$ cat src/shared/hsc_pkg.sv
// Constants shared by the holdover and switchover control block
package hsc_pkg;

    // ------------------------------------------------------------
    // Reference encoding
    // ------------------------------------------------------------
    localparam logic REF_A = 1'b0;
    localparam logic REF_B = 1'b1;

    // ------------------------------------------------------------
    // Default widths
    // ------------------------------------------------------------
    localparam int DAC_W = 10;
    localparam int ERR_W = 10;
    localparam int CNT_W = 16;

    // ------------------------------------------------------------
    // Timing
    // ------------------------------------------------------------
    localparam int CLK_PERIOD_NS = 40;
    localparam int TRACK_PERIOD_NS = 10000;
    localparam int TRACK_CYCLES = TRACK_PERIOD_NS / CLK_PERIOD_NS;
    localparam int TRACK_TOL_LSB = 2;

    // ------------------------------------------------------------
    // Control states
    // ------------------------------------------------------------
    typedef enum logic {
        HSC_TRACK,
        HSC_HOLD
    } hsc_state_t;

endpackage

$ cat src/rtl/hsc_lock_detect.sv
// Digital lock detect: counts consecutive in-window phase comparisons
module hsc_lock_detect #(
    parameter int ERR_W = hsc_pkg::ERR_W,
    parameter int CNT_W = hsc_pkg::CNT_W
) (
    input wire logic clk,
    input wire logic srst,
    input wire logic clear,
    input wire logic cmpStrobe,
    input wire logic [ERR_W-1:0] cmpError,
    input wire logic [ERR_W-1:0] windowWidth,
    input wire logic [CNT_W-1:0] lockCount,
    output logic locked
);
    logic [CNT_W-1:0] count_r;
    logic [CNT_W-1:0] count_nxt;
    logic locked_r;
    wire inWindow = cmpError < windowWidth;
    wire atCount = count_r >= lockCount;

    // ------------------------------------------------------------
    // Counter
    // ------------------------------------------------------------
    // Saturates at the target so a long lock never wraps
    assign count_nxt = clear ? '0 :
                       (cmpStrobe && !inWindow) ? '0 :
                       (cmpStrobe && !atCount) ? count_r + 1'b1 :
                       count_r;

    always_ff @(posedge clk) begin
        if (srst) begin
            count_r <= '0;
            locked_r <= 1'b0;
        end else begin
            count_r <= count_nxt;
            locked_r <= count_nxt >= lockCount;
        end
    end

    assign locked = locked_r;
endmodule

$ cat src/rtl/hsc_switch_holdover.sv
// Reference switchover and holdover control for the first loop
module hsc_switch_holdover #(
    parameter int DAC_W = hsc_pkg::DAC_W,
    parameter int ERR_W = hsc_pkg::ERR_W,
    parameter int CNT_W = hsc_pkg::CNT_W,
    parameter int TRACK_CYCLES = hsc_pkg::TRACK_CYCLES
) (
    input wire logic clk,
    input wire logic srst,
    input wire logic refEnableA,
    input wire logic refEnableB,
    input wire logic autoSwitchMode,
    input wire logic refSelectPin,
    input wire logic holdoverEnable,
    input wire logic autoExitEnable,
    input wire logic manualDacSelect,
    input wire logic [DAC_W-1:0] manualTuningCode,
    input wire logic [DAC_W-1:0] tuneAdcCode,
    input wire logic pdStrobe,
    input wire logic [ERR_W-1:0] pdError,
    input wire logic [ERR_W-1:0] lockWindowWidth,
    input wire logic [CNT_W-1:0] loopLockCount,
    input wire logic [CNT_W-1:0] holdoverExitLockCount,
    output logic activeRef,
    output logic holdoverActive,
    output logic loopOpen,
    output logic [DAC_W-1:0] tuneDacCode,
    output logic [DAC_W-1:0] trackedCode,
    output logic lockDetectFlag,
    output logic holdoverExitLock
);
    // ------------------------------------------------------------
    // Helpers
    // ------------------------------------------------------------
    function automatic logic nextEnabledRef(input logic cur, input logic enA,
                                            input logic enB);
        logic nxt;
        nxt = cur;
        if (cur == hsc_pkg::REF_A && enB) begin
            nxt = hsc_pkg::REF_B;
        end else if (cur == hsc_pkg::REF_B && enA) begin
            nxt = hsc_pkg::REF_A;
        end
        return nxt;
    endfunction

    function automatic logic refEnabled(input logic r, input logic enA, input logic enB);
        return (r == hsc_pkg::REF_A) ? enA : enB;
    endfunction

    // ------------------------------------------------------------
    // State
    // ------------------------------------------------------------
    hsc_pkg::hsc_state_t state_r;
    hsc_pkg::hsc_state_t state_nxt;
    logic pinMeta_r;
    logic pinSync_r;
    logic pinPrev_r;
    logic lockPrev_r;
    logic activeRef_r;
    logic activeRef_nxt;
    logic holdover_r;
    logic loopOpen_r;
    logic [DAC_W-1:0] dac_r;
    logic [DAC_W-1:0] dac_nxt;
    logic [DAC_W-1:0] tracked_r;
    logic [$clog2(TRACK_CYCLES+1)-1:0] trackCnt_r;
    logic lockDet;
    logic exitLock;

    // ------------------------------------------------------------
    // Decode
    // ------------------------------------------------------------
    wire inHold = state_r == hsc_pkg::HSC_HOLD;
    wire pinChange = pinSync_r != pinPrev_r;
    wire lockFall = lockPrev_r && !lockDet;
    // Auto mode watches lock detect, manual mode watches the pin
    wire switchEvent = autoSwitchMode ? lockFall : pinChange;
    wire rotateRef = nextEnabledRef(activeRef_r, refEnableA, refEnableB);
    wire pinTargetOk = refEnabled(pinSync_r, refEnableA, refEnableB);
    wire enterHold = !inHold && switchEvent && holdoverEnable;
    // Clearing the enable is the host's forced exit
    wire exitReq = !holdoverEnable || (autoExitEnable && exitLock);
    wire trackTick = trackCnt_r == ($bits(trackCnt_r))'(TRACK_CYCLES - 1);
    wire [DAC_W-1:0] holdCode = manualDacSelect ? manualTuningCode : tracked_r;

    assign activeRef_nxt = !switchEvent ? activeRef_r :
                           autoSwitchMode ? rotateRef :
                           pinTargetOk ? pinSync_r : activeRef_r;

    assign state_nxt = enterHold ? hsc_pkg::HSC_HOLD :
                       (inHold && exitReq) ? hsc_pkg::HSC_TRACK :
                       state_r;

    // Entry without manual select takes the sample held before the event, not a fresh one
    assign dac_nxt = (enterHold || (inHold && !exitReq)) ? holdCode : tracked_r;

    // ------------------------------------------------------------
    // Pin synchroniser
    // ------------------------------------------------------------
    always_ff @(posedge clk) begin
        if (srst) begin
            pinMeta_r <= 1'b0;
            pinSync_r <= 1'b0;
            pinPrev_r <= 1'b0;
        end else begin
            pinMeta_r <= refSelectPin;
            pinSync_r <= pinMeta_r;
            pinPrev_r <= pinSync_r;
        end
    end

    // ------------------------------------------------------------
    // Control
    // ------------------------------------------------------------
    always_ff @(posedge clk) begin
        if (srst) begin
            state_r <= hsc_pkg::HSC_TRACK;
            activeRef_r <= hsc_pkg::REF_A;
            lockPrev_r <= 1'b0;
            holdover_r <= 1'b0;
            loopOpen_r <= 1'b0;
            dac_r <= '0;
        end else begin
            state_r <= state_nxt;
            activeRef_r <= activeRef_nxt;
            lockPrev_r <= lockDet;
            holdover_r <= state_nxt == hsc_pkg::HSC_HOLD;
            loopOpen_r <= state_nxt == hsc_pkg::HSC_HOLD;
            dac_r <= dac_nxt;
        end
    end

    // ------------------------------------------------------------
    // Tuning voltage tracking
    // ------------------------------------------------------------
    // Sampling stops in holdover so the held value is pre-event
    always_ff @(posedge clk) begin
        if (srst) begin
            trackCnt_r <= '0;
            tracked_r <= '0;
        end else if (inHold || enterHold) begin
            trackCnt_r <= '0;
        end else begin
            trackCnt_r <= trackTick ? '0 : trackCnt_r + 1'b1;
            if (trackTick) begin
                tracked_r <= tuneAdcCode;
            end
        end
    end

    // ------------------------------------------------------------
    // Lock detectors
    // ------------------------------------------------------------
    // New reference restarts lock qualification
    hsc_lock_detect #(.ERR_W(ERR_W), .CNT_W(CNT_W)) loopLock (
        .clk(clk),
        .srst(srst),
        .clear(switchEvent),
        .cmpStrobe(pdStrobe),
        .cmpError(pdError),
        .windowWidth(lockWindowWidth),
        .lockCount(loopLockCount),
        .locked(lockDet)
    );

    // Counts only while held, so a stale lock cannot end holdover at once
    hsc_lock_detect #(.ERR_W(ERR_W), .CNT_W(CNT_W)) exitLockDet (
        .clk(clk),
        .srst(srst),
        .clear(!inHold),
        .cmpStrobe(pdStrobe),
        .cmpError(pdError),
        .windowWidth(lockWindowWidth),
        .lockCount(holdoverExitLockCount),
        .locked(exitLock)
    );

    // ------------------------------------------------------------
    // Outputs
    // ------------------------------------------------------------
    assign activeRef = activeRef_r;
    assign holdoverActive = holdover_r;
    assign loopOpen = loopOpen_r;
    assign tuneDacCode = dac_r;
    assign trackedCode = tracked_r;
    assign lockDetectFlag = lockDet;
    assign holdoverExitLock = exitLock;
endmodule

$ cat config.mk
export PLATFORM = sky130hd
export DESIGN_NAME = hsc_switch_holdover
export DESIGN_NICKNAME = d
export VERILOG_FILES = /design/src/shared/hsc_pkg.sv /design/src/rtl/hsc_lock_detect.sv /design/src/rtl/hsc_switch_holdover.sv
export SDC_FILE = /design/constraint.sdc
export NUM_CORES = 1
export LEC_CHECK = 0
export ABC_AREA = 1
export ABC_CLOCK_PERIOD_IN_PS = 2900
export BUFFER_PORTS_ARGS = -buffer_cell sky130_fd_sc_hd__buf_2
export CAP_MARGIN = 20
export CORE_MARGIN = 2
export CORE_UTILIZATION = 51
export CTS_CLUSTER_SIZE = 8
export DETAILED_ROUTE_END_ITERATION = 10
export PLACE_DENSITY_LB_ADDON = 0.2
export SLEW_MARGIN = 20
export SYNTH_ARGS = -nofsm -noshare
export SYNTH_HDL_FRONTEND = slang
export SYNTH_HIERARCHICAL = 1
export SYNTH_SLANG_ARGS = --single-unit
$ cat constraint.sdc
create_clock -name clk -period 2.9 [get_ports clk]
set_clock_uncertainty 0.1 [all_clocks]
set_input_delay 0.58 -clock clk [delete_from_list [all_inputs] [get_ports clk]]
set_output_delay 0.58 -clock clk [all_outputs]
set_load 0.1 [all_outputs]
==> flow_summary.ini <==
[status]
status = complete, no violations

[sta]
slew_headroom = 0.612
timing.final.crit_period_ns = 2.86
drv_slew = 0
worst_pin_slew_ns = 0.582
setup_violations = 0
setup_slack_ns = 0.0351
rsz0062_at_grt = true
fmax_mhz = 349
finalCritPeriodShare = 0.988
timing_hold_violations_final = 0

[routing]
dr.pass1.iters = 5
routed_wirelength_mm = 17.7
vias = 6861
viasPerCell = 5.22
drc = 0
antenna_left = 0
drtIter0Drc = 473
wl_per_cell_um = 13.4

[power]
p_switching_mw = 0.724
pwr-share-clk = 0.436
powerDensity_mw_per_mm2 = 292
swShare = 0.282
p_leak_nw = 4.62
p_seq_frac = 0.371
combPwrFrac = 0.193
vdd_drop_max_mv = 0.209
p_int_mw = 1.84

[run]
cap_violations = 0

[min_path]
hold_start = pinMeta_r
hold_depth = 2
hp-class = reg2reg
whs_endpoint = pinSync_r

[synthesis]
synth-adder-area-share = 0.172
ys_types = 37
syn_nets = 1114
synth_top_family_by_area = simple AND/OR/NAND/NOR gates
synth_compound_area_frac = 0.0716
netlist_area_mm2 = 0.00624
synth_xor_area_frac = 0.0239
ys_warn_count = 6
synth-seq-cells = 68
synth.avg_cell_area_um2 = 6.59
synth-seq-area-share = 0.218
synthSimpleGateAreaFrac = 0.374
postSynthCellCount = 946
synth.area.mux_share = 0

[clock_network]
worstSkewPairLatency_ns = 0.33
cts_buffer_depth = 2
cts_sinks = 68
cts_buffers = 9
h-tree-depth = 3
cts_tree = yes
clk_pin_slew_ns = 0.06
root_buffer = clkbuf_16

[floorplanning]
die_h_um = 115
core.rowCount = 40
ios = 107
die_w_um = 115
die_area_mm2 = 0.0131
start_util = 0.522
core_region_area_mm2 = 0.0120

[global_route]
grt_pass1_wl_mm = 26.6
grt_antenna_before_repair = 0
grt.total_usage = 0.247
grt_max_degree = 28
grt_pass1_vias = 6128
overflow = 0

[placement]
dp_cells = 1281
port_buffers = 106
gp_congestion = 0.923
place_ws_ns = -0.354
dp_hpwl_mm = 12.0

[final_layout]
nets = 1330
stdcell_count = 1314
syn2layout_area_growth_pct = 40.8
final_core_util = 0.735
insertedDiodeCount = 0
drive_gt1_frac = 0.344

[worst_setup_path]
start_kind = input port
worstPathArrival_ns = 3.00
reg2regPathDepth = 24
path_max_fanout = 7
r2r_start = exitLockDet/count_r[0]
regToRegSetupSlack_ns = 0.06
cp.required_ns = 3.04
rr_endpoint = exitLockDet/locked
endpoint_kind = flop
crit_type = in2reg
state kept, by name (all words and copies together), names as in the netlist:
| register | flops |
|---|---|
| lockPrev_r | 1 |
| pinPrev_r | 1 |
| activeRef | 1 |
| pinMeta_r | 1 |
| trackCnt_r | 8 |
| loopOpen | 1 |
| trackedCode | 10 |
| loopLock/count_r | 16 |
| pinSync_r | 1 |
| exitLockDet/locked | 1 |
| loopLock/locked | 1 |
| exitLockDet/count_r | 16 |
| tuneDacCode | 10 |
power by group through the flow:
stage,Sequential (mW),Clock [mW],Combinational [mW]
floorplan,0.999,0,0.222
global placement,0.972,0,0.423
detailed placement,0.972,0,0.433
CTS,0.952,1.14,0.436
global route,0.953,1.17,0.552
finish,0.952,1.12,0.495
timing repair:
action | 4_1_cts | 5_1_grt
resized for setup | 1 | 115
endpoints found under the setup margin | 1 | 2
setup buffers | 0 | 9
gates cloned | 0 | 8
hold buffers | 0 | 0
pin swaps | 0 | 54
cell type report:
type                       instances  area [um2]
clock buffer                      10         239
inverter                         181         679
sequential                        68        1370
multi-input combinational        673        4610
clock inverter                     6        63.8
fill                             971        3180
tap                              147         184
timing repair buffer             229        1650
stage by stage:
step	power [mW]	setup TNS, ns	hold WS (ns)	instance area (um2)
final	2.56	0	0.319	8790
after global routing	2.68	-0.236	0.337	8790
after CTS	2.52	0	0.322	7970
after detailed placement	1.41	-0.650	0.312	7660
after global placement	1.40	-0.556	0.299	7660
after floorplan	1.22	0	0.288	6240
cells by family (layout without fill, tap and decap cells):
family                   count (synthesis)  after routing
AO/OA/AOI/OAI                           82             82
XOR/XNOR                                17             17
adder cells (fa/ha/maj)                 86             86
buffers and inverters                  209            426
flip-flops                              68             68
AND/OR/NAND/NOR                        484            488
Yosys cell counts:
cell,count,area (um2)
nand2_1,221,830
inv_1,180,676
ha_1,86,1080
nor2_1,84,315
dfxtp_1,68,1360
nand3_1,61,305
nand4_1,54,338
a21oi_1,46,230
o21ai_0,24,120
nor2_2,20,125
nand3_2,14,140
xor2_1,10,87.6
clkbuf_1,9,33.8
nand2_2,7,43.8
xnor2_1,7,61.3
buf_4,6,45.0
buf_6,6,67.6
nor3_1,6,30.0
a21oi_2,4,35.0
buf_2,3,15.0
nand4_2,3,37.5
nor2_4,3,33.8
o21a_1,3,22.5
buf_1,2,7.51
nand2_4,2,22.5
nand3_4,2,35.0
nand3b_1,2,15.0
nor3_2,2,20.0
o211ai_1,2,15.0
o21ai_2,2,17.5
a31oi_1,1,6.26
buf_8,1,15.0
clkbuf_4,1,7.51
inv_2,1,3.75
nand4_4,1,21.3
nor3_4,1,16.3
or2_2,1,6.26
worst max path at each step:
stage / start / to / slack, ns / depth (start not counted)
after floorplan: holdoverExitLockCount[15] / exitLockDet/locked / 0.05 / 20
after global placement: holdoverExitLockCount[3] / exitLockDet/locked / -0.31 / 25
after detailed placement: holdoverExitLockCount[3] / exitLockDet/locked / -0.35 / 25
after CTS: holdoverExitLockCount[3] / exitLockDet/locked / 0.005 / 24
after global routing: holdoverExitLockCount[3] / exitLockDet/locked / -0.13 / 24
final: holdoverExitLockCount[3] / exitLockDet/locked / 0.04 / 24
routing by layer:
metal  vias to the layer above  wire [um]  part of all wire  global-route usage
li1                       3480          -                 -                   -
met1                      3105       7280              0.41               0.300
met2                       227       9110              0.52               0.445
met3                        49        871             0.049              0.0365
met4                         0        405             0.023              0.0821
met5                         -          0                 0                   0
cell usage in the layout (no fill, tap or decap), types with 6 or more instances in the layout:
| master | instances |
|---|---|
| a21oi_1 | 37 |
| a21oi_2 | 12 |
| buf_12 | 7 |
| buf_2 | 106 |
| buf_4 | 106 |
| clkbuf_16 | 13 |
| dfxtp_1 | 62 |
| dfxtp_2 | 6 |
| ha_1 | 59 |
| ha_4 | 26 |
| inv_1 | 162 |
| inv_2 | 19 |
| nand2_1 | 210 |
| nand2_2 | 16 |
| nand3_1 | 47 |
| nand3_2 | 26 |
| nand3_4 | 6 |
| nand4_1 | 54 |
| nor2_1 | 81 |
| nor2_2 | 23 |
| o21ai_0 | 20 |
| xnor2_1 | 7 |
| xor2_1 | 10 |
worst max-delay path, stage by stage:
cell      delay (ns)
buf_2           0.10
inv_2           0.07
ha_4            0.20
nand2_2         0.08
nor2_2          0.03
nor2_1          0.09
nand2_1         0.08
nand2_1         0.08
nand2_2         0.09
nand2_4         0.14
nand3_4         0.15
nand2_1         0.10
nand2_1         0.05
nand3_1         0.09
inv_1           0.05
ha_1            0.28
nand2_1         0.12
nor2_2          0.05
nand2_1         0.07
o211ai_1        0.14
nand2_1         0.12
nand3_2         0.09
nand2_1         0.08
inv_1           0.03
Note: power is estimated with default switching activity, not from simulation.
